**config.mk**
```make
export PLATFORM = sky130hd
export DESIGN_NAME = evstk_core
export DESIGN_NICKNAME = d
export VERILOG_FILES = /design/src/hw/evstk_pkg.sv /design/src/hw/evstk_core.sv /design/src/hw/evstk_addr_chk.sv
export VERILOG_INCLUDE_DIRS = /design/src /design/src/hw
export SDC_FILE = /design/constraint.sdc
export NUM_CORES = 1
export LEC_CHECK = 0
export BUFFER_PORTS_ARGS = -buffer_cell sky130_fd_sc_hd__clkbuf_2
export CELL_PAD_IN_SITES_DETAIL_PLACEMENT = 0
export CELL_PAD_IN_SITES_GLOBAL_PLACEMENT = 1
export CORE_AREA = 2 2 256 258
export CTS_BUF_LIST = sky130_fd_sc_hd__clkbuf_16
export CTS_CLUSTER_DIAMETER = 30
export DETAILED_ROUTE_END_ITERATION = 8
export DIE_AREA = 0 0 258 260
export PLACE_DENSITY_LB_ADDON = 0.1
export SLEW_MARGIN = 20
export SYNTH_ARGS = -nofsm -noshare
export SYNTH_HDL_FRONTEND = slang
export SYNTH_SLANG_ARGS = --single-unit
export TNS_END_PERCENT = 100
```
**constraint.sdc**
```tcl
create_clock -name CLK_SYS_IN -period 5.1 [get_ports CLK_SYS_IN]
set_input_delay 0.255 -clock CLK_SYS_IN [delete_from_list [all_inputs] [get_ports CLK_SYS_IN]]
set_output_delay 0.255 -clock CLK_SYS_IN [all_outputs]
set_load 0.01 [all_outputs]
```
**src/hw/evstk_map.svh**
```systemverilog
// evstk_map.svh - masks, widths, reset values and step counts of the stack datapath
`ifndef EVSTK_MAP_SVH
`define EVSTK_MAP_SVH
`define EVSTK_IW        32
`define EVSTK_FW        64
`define EVSTK_RST_WORD  32'h0000_0000
`define EVSTK_RST_FWORD 64'h0000_0000_0000_0000
`define EVSTK_IP_STEP   32'h0000_0001
`define EVSTK_BYTE_MSK  32'h0000_00FF
`define EVSTK_HALF_MSK  32'h0000_FFFF
`define EVSTK_SGL_MSK   64'h0000_0000_FFFF_FFFF
`define EVSTK_NIB_SH    4
`endif

```
**src/hw/evstk_pkg.sv**
```systemverilog
// evstk_pkg.sv - types shared by the stack datapath files
`default_nettype none
package evstk_pkg;
  // instruction classes seen by the datapath
  typedef enum logic [3:0] {
    EVSTK_NOP = 4'h0,
    EVSTK_LDC = 4'h1,
    EVSTK_LDB = 4'h2,
    EVSTK_LDH = 4'h3,
    EVSTK_ST  = 4'h4,
    EVSTK_STB = 4'h5,
    EVSTK_STH = 4'h6,
    EVSTK_ADD = 4'h7,
    EVSTK_PFX = 4'h8,
    EVSTK_FLD = 4'h9,
    EVSTK_FST = 4'hA,
    EVSTK_SWP = 4'hB
  } evstk_op_t;

  // one instruction with its memory data
  typedef struct packed {
    logic             vld;
    evstk_op_t        op;
    logic             dbl;
    logic [31:0]      data;
    logic [63:0]      fdata;
  } evstk_cmd_t;
endpackage
`default_nettype wire

```
**src/hw/evstk_core.sv**
```systemverilog
// evstk_core.sv - integer and floating-point evaluation stack datapath
// Operation
// RULE_01 - integer stack has top, second, third
// RULE_02 - load pushes second to third, top down
// RULE_03 - store pops second up, third up
// RULE_04 - third keeps old value after pop
// RULE_05 - float stack three deep, same push/pop
// RULE_06 - add sums top two into top
// RULE_07 - float addresses come from integer stack
// RULE_08 - 32-bit integer, 64-bit IEEE float
// RULE_09 - flat 32-bit linear addresses
// RULE_10 - byte and half-word operations supported
// RULE_11 - instruction pointer advances per instruction
// RULE_12 - workspace pointer for locals and calls; here it is only loaded from top by SWP and never used to form an address
// RULE_13 - operand register builds operands
// RULE_14 - protected accesses checked and translated
// RULE_15 - protected mode blocks privileged instructions
// RULE_16 - errors trapped per process and globally
`include "evstk_map.svh"
`default_nettype none
module evstk_core #(
  parameter int IW = `EVSTK_IW,
  parameter int FW = `EVSTK_FW
) (
  // clock and reset
  input  wire logic                 CLK_SYS_IN,
  input  wire logic                 RST_N_IN,
  // instruction stream
  input  wire evstk_pkg::evstk_cmd_t CMD_IN,
  // protection and error control
  input  wire logic                 PROT_IN,
  input  wire logic [31:0]          MMU_BASE_IN,
  input  wire logic [31:0]          MMU_LIMIT_IN,
  input  wire logic                 TRAP_EN_IN,
  input  wire logic                 ERR_CLR_IN,
  // stack contents
  output logic      [31:0]          TOP_OUT,
  output logic      [31:0]          SEC_OUT,
  output logic      [31:0]          THD_OUT,
  output logic      [63:0]          FTOP_OUT,
  output logic      [63:0]          FSEC_OUT,
  output logic      [63:0]          FTHD_OUT,
  // pointers
  output logic      [31:0]          IPTR_OUT,
  output logic      [31:0]          WPTR_OUT,
  output logic      [31:0]          OPND_OUT,
  // memory request
  output logic                      MEM_VLD_OUT,
  output logic                      MEM_WR_OUT,
  output logic      [31:0]          MEM_ADDR_OUT,
  output logic      [63:0]          MEM_WDATA_OUT,
  // errors
  output logic                      TRAP_OUT,
  output logic                      PROC_ERR_OUT,
  output logic                      GLOB_ERR_OUT
);
  if (IW != 32 || FW != 64) begin : g_width_chk
    $error("evstk_core needs 32/64-bit units"); // [RULE_08]
  end

  ////////////////////////////////////////////////////////////////////////////////
  // decode
  evstk_pkg::evstk_op_t op;        // current opcode
  logic                 is_push;   // integer load
  logic                 is_pop;    // integer store, float address use or SWP
  logic                 need_addr; // memory access
  logic                 priv;      // privileged class
  logic [31:0]          addr_raw;  // untranslated address
  logic [31:0]          phys;      // translated address
  logic                 mmu_fault; // out of protected range
  logic                 fault;     // instruction traps
  logic                 go;        // instruction executes
  logic [31:0]          ld_val;    // value pushed on integer stack
  logic [63:0]          f_val;     // value pushed on float stack
  logic [31:0]          top_q;     // integer top entry, also float address
  logic [31:0]          opnd_q;    // operand being built

  always_comb begin
    op        = CMD_IN.op;
    is_push   = (op == evstk_pkg::EVSTK_LDC) || (op == evstk_pkg::EVSTK_LDB) ||
                (op == evstk_pkg::EVSTK_LDH);
    is_pop    = (op == evstk_pkg::EVSTK_ST) || (op == evstk_pkg::EVSTK_STB) ||
                (op == evstk_pkg::EVSTK_STH) || (op == evstk_pkg::EVSTK_FLD) ||
                (op == evstk_pkg::EVSTK_FST) || (op == evstk_pkg::EVSTK_SWP);
    need_addr = is_pop && (op != evstk_pkg::EVSTK_SWP);
    priv      = (op == evstk_pkg::EVSTK_SWP);
    // float addresses are formed on the integer stack
    if (op == evstk_pkg::EVSTK_FLD || op == evstk_pkg::EVSTK_FST) begin
      addr_raw = top_q; // [RULE_07]
    end else begin
      addr_raw = opnd_q;
    end
    fault = CMD_IN.vld && ((PROT_IN && priv) || (need_addr && mmu_fault)); // [RULE_15]
    go    = CMD_IN.vld && !fault;
    // narrow loads zero-extend
    if (op == evstk_pkg::EVSTK_LDB) begin
      ld_val = CMD_IN.data & `EVSTK_BYTE_MSK; // [RULE_10]
    end else if (op == evstk_pkg::EVSTK_LDH) begin
      ld_val = CMD_IN.data & `EVSTK_HALF_MSK; // [RULE_10]
    end else begin
      ld_val = CMD_IN.data;
    end
    // single precision lives in the low word
    f_val = CMD_IN.dbl ? CMD_IN.fdata : (CMD_IN.fdata & `EVSTK_SGL_MSK); // [RULE_08]
  end

  // check unit sits on every memory address
  evstk_addr_chk #(
    .AW (32)
  ) u_chk (
    .prot_in   ({31'h0000_0000, PROT_IN}),
    .addr_in   (addr_raw),
    .base_in   (MMU_BASE_IN),
    .limit_in  (MMU_LIMIT_IN),
    .phys_out  (phys),
    .fault_out (mmu_fault)
  ); // [RULE_14]

  ////////////////////////////////////////////////////////////////////////////////
  // integer stack
  logic [31:0] sec_q; // second entry
  logic [31:0] thd_q; // third entry

  // push, pop and add; third is left alone on pop
  always_ff @(posedge CLK_SYS_IN or negedge RST_N_IN) begin
    if (!RST_N_IN) begin
      top_q <= `EVSTK_RST_WORD;
      sec_q <= `EVSTK_RST_WORD;
      thd_q <= `EVSTK_RST_WORD;
    end else if (go) begin
      if (is_push) begin
        thd_q <= sec_q; // [RULE_02]
        sec_q <= top_q; // [RULE_02]
        top_q <= ld_val; // [RULE_01]
      end else if (is_pop) begin
        top_q <= sec_q; // [RULE_03]
        sec_q <= thd_q; // [RULE_03] [RULE_04]
      end else if (op == evstk_pkg::EVSTK_ADD) begin
        top_q <= top_q + sec_q; // [RULE_06]
        sec_q <= thd_q;
      end
    end
  end

  ////////////////////////////////////////////////////////////////////////////////
  // float stack
  logic [63:0] ftop_q; // float top
  logic [63:0] fsec_q; // float second
  logic [63:0] fthd_q; // float third

  // same push/pop order as the integer stack
  always_ff @(posedge CLK_SYS_IN or negedge RST_N_IN) begin
    if (!RST_N_IN) begin
      ftop_q <= `EVSTK_RST_FWORD;
      fsec_q <= `EVSTK_RST_FWORD;
      fthd_q <= `EVSTK_RST_FWORD;
    end else if (go && op == evstk_pkg::EVSTK_FLD) begin
      fthd_q <= fsec_q; // [RULE_05]
      fsec_q <= ftop_q; // [RULE_05]
      ftop_q <= f_val;
    end else if (go && op == evstk_pkg::EVSTK_FST) begin
      ftop_q <= fsec_q; // [RULE_05]
      fsec_q <= fthd_q; // [RULE_05]
    end
  end

  ////////////////////////////////////////////////////////////////////////////////
  // pointers
  logic [31:0] iptr_q; // next instruction address
  logic [31:0] wptr_q; // workspace base

  // a trapped instruction does not advance, so it can be restarted
  always_ff @(posedge CLK_SYS_IN or negedge RST_N_IN) begin
    if (!RST_N_IN) begin
      iptr_q <= `EVSTK_RST_WORD;
    end else if (go) begin
      iptr_q <= iptr_q + `EVSTK_IP_STEP; // [RULE_11] [RULE_09]
    end
  end

  // workspace moves only by the privileged set
  always_ff @(posedge CLK_SYS_IN or negedge RST_N_IN) begin
    if (!RST_N_IN) begin
      wptr_q <= `EVSTK_RST_WORD;
    end else if (go && op == evstk_pkg::EVSTK_SWP) begin
      wptr_q <= top_q; // [RULE_12]
    end
  end

  // prefix shifts in a nibble; any other executed op except a no-op consumes it
  always_ff @(posedge CLK_SYS_IN or negedge RST_N_IN) begin
    if (!RST_N_IN) begin
      opnd_q <= `EVSTK_RST_WORD;
    end else if (go && op == evstk_pkg::EVSTK_PFX) begin
      opnd_q <= (opnd_q | {28'h000_0000, CMD_IN.data[3:0]}) << `EVSTK_NIB_SH; // [RULE_13]
    end else if (go && op != evstk_pkg::EVSTK_NOP) begin
      opnd_q <= `EVSTK_RST_WORD; // [RULE_13]
    end
  end

  ////////////////////////////////////////////////////////////////////////////////
  // memory request
  logic        mvld_q;  // request strobe
  logic        mwr_q;   // write request
  logic [31:0] maddr_q; // physical address
  logic [63:0] mwd_q;   // write data

  // one-cycle request after each executed memory op
  always_ff @(posedge CLK_SYS_IN or negedge RST_N_IN) begin
    if (!RST_N_IN) begin
      mvld_q  <= 1'b0;
      mwr_q   <= 1'b0;
      maddr_q <= `EVSTK_RST_WORD;
      mwd_q   <= `EVSTK_RST_FWORD;
    end else begin
      mvld_q <= go && need_addr; // [RULE_14]
      mwr_q  <= go && need_addr && (op != evstk_pkg::EVSTK_FLD);
      if (go && need_addr) begin
        maddr_q <= phys; // [RULE_09] [RULE_14]
        if (op == evstk_pkg::EVSTK_FST) begin
          mwd_q <= ftop_q; // [RULE_07]
        end else if (op == evstk_pkg::EVSTK_STB) begin
          mwd_q <= {32'h0000_0000, top_q & `EVSTK_BYTE_MSK}; // [RULE_10]
        end else if (op == evstk_pkg::EVSTK_STH) begin
          mwd_q <= {32'h0000_0000, top_q & `EVSTK_HALF_MSK}; // [RULE_10]
        end else begin
          mwd_q <= {32'h0000_0000, top_q};
        end
      end
    end
  end

  ////////////////////////////////////////////////////////////////////////////////
  // errors
  logic trap_q; // trap pulse
  logic perr_q; // per-process error flag
  logic gerr_q; // global error flag

  // set beats clear so a trap in the clearing cycle is kept
  always_ff @(posedge CLK_SYS_IN or negedge RST_N_IN) begin
    if (!RST_N_IN) begin
      trap_q <= 1'b0;
      perr_q <= 1'b0;
      gerr_q <= 1'b0;
    end else begin
      trap_q <= fault;
      perr_q <= (fault && TRAP_EN_IN) || (perr_q && !ERR_CLR_IN); // [RULE_16]
      gerr_q <= (fault && !TRAP_EN_IN) || (gerr_q && !ERR_CLR_IN); // [RULE_16]
    end
  end

  // outputs straight from flops
  assign TOP_OUT       = top_q;
  assign SEC_OUT       = sec_q;
  assign THD_OUT       = thd_q;
  assign FTOP_OUT      = ftop_q;
  assign FSEC_OUT      = fsec_q;
  assign FTHD_OUT      = fthd_q;
  assign IPTR_OUT      = iptr_q;
  assign WPTR_OUT      = wptr_q;
  assign OPND_OUT      = opnd_q;
  assign MEM_VLD_OUT   = mvld_q;
  assign MEM_WR_OUT    = mwr_q;
  assign MEM_ADDR_OUT  = maddr_q;
  assign MEM_WDATA_OUT = mwd_q;
  assign TRAP_OUT      = trap_q;
  assign PROC_ERR_OUT  = perr_q;
  assign GLOB_ERR_OUT  = gerr_q;
endmodule
`default_nettype wire

```
**src/hw/evstk_addr_chk.sv**
```systemverilog
// evstk_addr_chk.sv - protected-mode address check and translation
`default_nettype none
module evstk_addr_chk #(
  parameter int AW = 32
) (
  input  wire logic [AW-1:0] prot_in,
  input  wire logic [AW-1:0] addr_in,
  input  wire logic [AW-1:0] base_in,
  input  wire logic [AW-1:0] limit_in,
  output logic      [AW-1:0] phys_out,
  output logic               fault_out
);
  if (AW != 32) begin : g_aw_chk
    $error("evstk_addr_chk supports 32-bit addresses only");
  end
  // flat addresses pass unchanged outside protected mode
  always_comb begin
    if (prot_in[0]) begin
      phys_out  = base_in + addr_in;
      fault_out = (addr_in > limit_in);
    end else begin
      phys_out  = addr_in;
      fault_out = 1'b0;
    end
  end
endmodule
`default_nettype wire

```
==> impl_metrics.ini, run 1 <==
[run_status]
status = complete, no violations

[critical_path]
cp_num_cells = 14
slowest_stage = dfrtp_1
worstSetupPathType = reg -> reg
cp_max_fo = 28
slowest_delay_ps = 730
r2r-start = TOP_OUT[21]
endpoint_kind = flip-flop
r2r_cells = 14
startpoint = TOP_OUT[21]
cp_data_required_time_ps = 5630
crit_family = compound AO/OA/AOI/OAI gates
critPathLaunchType = flip-flop
cp_data_arrival_time_ps = 4860
cpMostUsedCell = nand2_1
cp_cell_sequence = nand2_1 -> nand2_1 -> ha_1 -> nand4_1 -> nor2_1 -> a2111oi_2 -> a21oi_1 -> a2111oi_0 -> o21ai_1 -> o21ai_2 -> buf_4 -> nand2_2 -> a21o_1 -> a22o_1
path_buf_inv = 1

[sta]
tightest_slew_ps = 1040
rsz0062_at_grt = no
skew_ps = 54.1
max_freq_ghz = 0.231
hold_slack_ps = 22.2
slew_headroom_pct = 30.4
fin_crit_sh_pct = 84.9
slew_viol_final = 0
fin_tns_setup_ps = 0
period_needed_ps = 4330
hold_viol = 0
setup-violations-final = 0

[power_and_ir_drop]
p_int_mw = 12.8
p_switching_mw = 6.63
p_total_mw = 19.5
seq_power_share_pct = 31.7
pwr-share-comb_pct = 25.5
share_clk_of_total_power_pct = 42.9
sw_frac_of_total_pct = 34.1
vdd_ir_drop_max_mv = 0.395
pwr_density_cell_nw_per_um2 = 563
power_leakage_nw = 17.1

[synth]
ys_types = 92
synth_edf_count = 0
syn-cell-area_sq_um = 25000
yosysWarnings = 0
synth_seq_cells = 481
syn_inst = 2468
seq_area_frac_synth_pct = 48.2
ys.flop_type = dfrtp_1
async_reset_ff_share_pct = 100
syn_area_per_cell_sq_um = 10.1

[floorplan]
die_height_um = 260
rows = 93
dieArea_sq_um = 67100
die_x_um = 258
ios = 656
initial_core_util_pct = 39.0
core-area_sq_um = 64100

[cts]
cts_made_buffers = 117
cts.clk_slew.worst_paths_ps = 50
cts_root_buf = clkbuf_16
cts_tree = done
htreeDepth = 3
postCtsResizedCells = 0
post_cts_buffers = 0
clk_path_buf_depth = 3
clk_latency_ps = 690
clock-sinks = 481

[grt]
grt_max_degree = 165
grt_antenna_before_repair = 7
grt_pass1_vias = 23100
grt_pass1_wl_mm = 151
grtUsageTotal_pct = 29.7
grt_remaining_overflow = 0

[final_layout]
register_area_sq_um = 12000
fin_cells = 4185
layout.nets = 3489
drive_gt1_share_pct = 30.8
multi_input_area_sq_um = 12000
final_area_sq_um = 34600
area_delta_synth_final_pct = 38.5
fillers = 5846

[run]
maxCapViolCount = 0

[place]
place_hpwl_mm = 75.0
gp_congestion = 0.925
io_buffers = 651
dp.cells = 3868
post_dp_cell_area_sq_um = 29200

[routing]
vias_per_cell = 5.50
drc = 0
drt-total-wl_mm = 102
drt_iter0_markers = 1666
num_vias = 23000
drt.antenna.violating_nets = 0
drt_first_pass_iters = 8
wl_per_cell_um = 24.4

[hold_path]
holdPathStages = 4
hp-start = CMD_IN[79]
hp-class = in -> reg
final cells by class:
class                      instances  share of cell area [%]
sequential                       481                    34.8
multi-input combinational       1752                    34.6
timing repair buffer             799                    13.8
clock buffer                     118                    8.53
clock inverter                   103                    4.36
tap                              855                    3.09
inverter                          72                   0.781
antenna                            5                  0.0362
stage by stage:
step / utilization, % / setup WS, ps
global route: 54.0 / 506
detailed placement: 45.6 / 208
floorplan: - / 1140
global placement: 45.6 / 360
CTS: 53.9 / 769
finish: 54.0 / 771
per-layer routing:
metal / part of all wire (%) / up-vias / track usage (%)
li1: - / 10500 / -
met1: 42 / 11500 / 37.8
met2: 48 / 808 / 49.3
met3: 6.5 / 175 / 6.56
met4: 3.3 / 6 / 11.4
met5: 0.034 / - / 0
placed cells by master (no fill, tap or decap), drive strengths merged, types with 32 or more instances in the layout:
| cell type | instances |
|---|---|
| nand2 | 346 |
| a21oi | 106 |
| dfrtp | 481 |
| buf | 58 |
| a21o | 36 |
| a2bb2oi | 96 |
| xnor2 | 47 |
| o21a | 42 |
| mux2i | 43 |
| mux2 | 129 |
| ha | 93 |
| o21ai | 193 |
| clkinv | 46 |
| a22o | 32 |
| dlygate4sd3 | 91 |
| o22ai | 97 |
| clkbuf | 768 |
| nor2 | 160 |
| bufinv | 33 |
| inv | 82 |
final timing paths:
check                               end  slack [ps]
min                         TOP_OUT[15]          20
max in group asynchronous  FTHD_OUT[12]        3470
max                         OPND_OUT[7]         770
min reg2reg                IPTR_OUT[31]         470
min in group asynchronous  IPTR_OUT[19]         180
max reg2reg                 OPND_OUT[7]         770
tightest hold or removal path, stage by stage:
cell and delay (ps):
clkbuf_2 70, a22o_1 110, a21oi_1 40, o21ai_0 150
state kept, by name (all words and copies together) (netlist names), 28 cells and up:
name / cells
MEM_WDATA_OUT: 64
IPTR_OUT: 32
OPND_OUT: 28
FSEC_OUT: 64
SEC_OUT: 32
MEM_ADDR_OUT: 32
FTHD_OUT: 64
THD_OUT: 32
WPTR_OUT: 32
TOP_OUT: 32
FTOP_OUT: 64
what timing repair did:
item                       4_1_cts  5_1_grt
setup endpoints to repair        0        0
hold endpoints to repair       166        0
hold buffers                    91        0
kinds of logic after synthesis:
group | after synthesis | share of synthesized area [%]
buffers and inverters | 238 | 4.35
adders and majority gates | 95 | 4.82
other | 1 | 0.0150
xor gates and xnor gates | 76 | 2.69
muxes | 172 | 7.94
and+or+nand+nor | 640 | 11.2
AOI/OAI and AO/OA | 765 | 20.8
DFF | 481 | 48.2
synthesized netlist by cell type, drive strengths merged (43+ instances only):
master / number / area, sq um
dfrtp: 481 / 12000
a21oi: 106 / 534
mux2: 129 / 1550
o21ai: 193 / 977
xnor2: 47 / 412
buf: 81 / 498
a2bb2oi: 96 / 841
clkbuf: 85 / 319
mux2i: 43 / 430
o22ai: 97 / 607
nand2: 346 / 1320
nor2: 160 / 603
inv: 72 / 270
ha: 93 / 1160
power by group through the flow:
stage / Combinational (mW) / Clock (mW) / Sequential [mW]
after detailed placement: 4.89 / 0 / 6.21
after global placement: 4.82 / 0 / 6.16
after global routing: 5.36 / 8.66 / 6.30
after floorplan: 2.16 / 0 / 6.21
after CTS: 4.98 / 8.43 / 6.16
final: 4.95 / 8.34 / 6.17
(Power assumes the default switching activity.)
==> inputs of run 2 (changes only) <==
CORE_AREA = unset   (was 2 2 256 258)
CORE_MARGIN = 2   (was unset)
CORE_UTILIZATION = 37   (was unset)
DIE_AREA = unset   (was 0 0 258 260)
clock period = 3.5 ns   (was 5.1 ns; I/O delays follow)
==> run 2 against run 1 <==
  * First-iteration DRC count is 7.6% higher
  * Total power is 45% higher
  * Sequential power is 43% higher
  * Worst hold slack worse by 1.5 ps
  * Final area is 5.5% higher
==> impl_metrics.ini, run 2 (synthesized netlist as in run 1, its figures left out) <==
[routing]
wl_per_cell_um = 24.1
drt.antenna.violating_nets = 0
drt-total-wl_mm = 106
vias_per_cell = 5.43
num_vias = 24000
drt_first_pass_iters = 5
drt_iter0_markers = 1793
drc = 0

[critical_path]
slowest_stage = a2111oi_4
cp_data_required_time_ps = 4020
worstSetupPathType = reg -> reg
cpMostUsedCell = a2111oi_4
cp_max_fo = 4
endpoint_kind = flip-flop
cp_cell_sequence = ha_1 -> a2111oi_4 -> o2111a_1 -> a211oi_2 -> a211o_1 -> a2111oi_4 -> nor3_2 -> xor2_1 -> a222oi_1 -> buf_4 -> o21ai_1
critPathLaunchType = flip-flop
slowest_delay_ps = 520
cp_data_arrival_time_ps = 3950

[place]
io_buffers = 651
gp_congestion = 0.907
dp.cells = 4074
place_hpwl_mm = 79.8

[floorplan]
dieArea_sq_um = 69600
initial_core_util_pct = 37.3
ios = 656
die_height_um = 264
die_x_um = 264
rows = 95
core-area_sq_um = 67000

[cts]
cts_made_buffers = 121
clk_path_buf_depth = 3
clock-sinks = 481
htreeDepth = 3
cts_tree = done
cts_root_buf = clkbuf_16
clk_latency_ps = 690
cts.clk_slew.worst_paths_ps = 50

[run]
maxCapViolCount = 0

[final_layout]
register_area_sq_um = 12100
multi_input_area_sq_um = 12200
fillers = 6071
area_delta_synth_final_pct = 46.0
final_common_cell = clkbuf_2
fin_cells = 4412
drive_gt1_share_pct = 35.7
layout.nets = 3701
mostFrequentLayoutCells = 650 x clkbuf_2, 470 x dfrtp_1, 329 x nand2_1, 214 x buf_4, 153 x nor2_1

[sta]
tightest_slew_ps = 1130
period_needed_ps = 3430
hold_slack_ps = 20.6
slew_viol_final = 0
slew_headroom_pct = 24.4
fin_crit_sh_pct = 98.0
hold_viol = 0
max_freq_ghz = 0.292
rsz0062_at_grt = yes
setup-violations-final = 0
skew_ps = 48.1

[grt]
grt_pass1_wl_mm = 158
grt_pass1_vias = 24200
grt_remaining_overflow = 0
grt_max_degree = 104
grt_antenna_before_repair = 2
grtUsageTotal_pct = 29.8

[power_and_ir_drop]
power_leakage_nw = 18.2
pwr_density_cell_nw_per_um2 = 771
vdd_ir_drop_max_mv = 0.593

[run_status]
status = complete, no violations

[hold_path]
hp-class = in -> reg
[run 2: cell count changes in the layout (fill, tap and decap cells not counted), moves of 7 or more]
cell / delta
clkinvlp_4: -7
clkinv_1: +7
dfrtp_1: -11
dfrtp_2: +11
buf_4: +171
buf_12: +18
nand2_2: +10
dlygate4sd3_1: +8
bufinv_16: -15
nand2_1: -12
inv_1: +7
[run 2: metrics by stage]
stage / cell area (sq um) / setup TNS [ps] / setup slack (ps) / util [%] / total power, mW
2_1_floorplan: 25100 / 0 / 4.39 / - / 12.2
3_3_place_gp: 30900 / -269430 / -715 / 46.1 / 16.6
3_5_place_dp: 30900 / -325020 / -845 / 46.1 / 16.7
4_1_cts: 36100 / 0 / 11.1 / 53.9 / 28.2
5_1_grt: 36500 / -8.35 / -8.35 / 54.4 / 29.4
6_report: 36500 / 0 / 71.5 / 54.4 / 28.1
[run 2: cell type report]
type                    instances  area share (%)
multi-input cells            1752            33.5
flip-flops and latches        481            33.0
clock buffers                 122            8.37
repair buffers               1007            18.3
clock inverters               104            3.07
well taps                     873            2.99
diodes                          1         0.00686
inverters                      72           0.741
[run 2: routing by layer]
metal / track usage [%] / vias up / wire [um]
li1: - / 10900 / -
met1: 38.4 / 12000 / 45200
met2: 50.0 / 899 / 51300
met3: 5.80 / 156 / 6700
met4: 9.95 / 4 / 3200
met5: 0 / - / 27
[run 2: worst max-delay path: cells and delay by family (launching register included)]
family / cells / cell delay [ps]
compound gates: 7 / 2050
flops: 1 / 450
fa+ha+maj: 1 / 370
buf+inv: 1 / 180
xor+xnor: 1 / 150
simple gates: 1 / 90
[run 2: power by group]
part           total, mW  internal, mW  switching, mW
registers           8.80          7.08           1.71
logic               8.16          3.57           4.59
clock network       11.2          7.62           3.57
[run 2: timing repair]
| item | CTS | global route |
|---|---|---|
| pin swaps | 2 | 20 |
| setup endpoints to repair | 245 | 395 |
| hold buffers | 99 | 0 |
| buffers inserted | 0 | 10 |
| gates cloned | 0 | 2 |
| gates resized for setup | 6 | 66 |
| hold endpoints to repair | 196 | 0 |
[run 2: final timing paths]
| kind | depth (start not counted) | from | end | slack, ps |
|---|---|---|---|---|
| worst min-delay path | 3 | CMD_IN[101] | TRAP_OUT | 20 |
| worst max register to register | 11 | TOP_OUT[10] | TOP_OUT[29] | 70 |
| min in group asynchronous | 2 | RST_N_IN | MEM_WDATA_OUT[40] | 120 |
| worst min register to register | 2 | MEM_WDATA_OUT[40] | MEM_WDATA_OUT[40] | 470 |
| max in group asynchronous | 3 | RST_N_IN | WPTR_OUT[30] | 2240 |
| worst max-delay path | 11 | TOP_OUT[10] | TOP_OUT[29] | 70 |
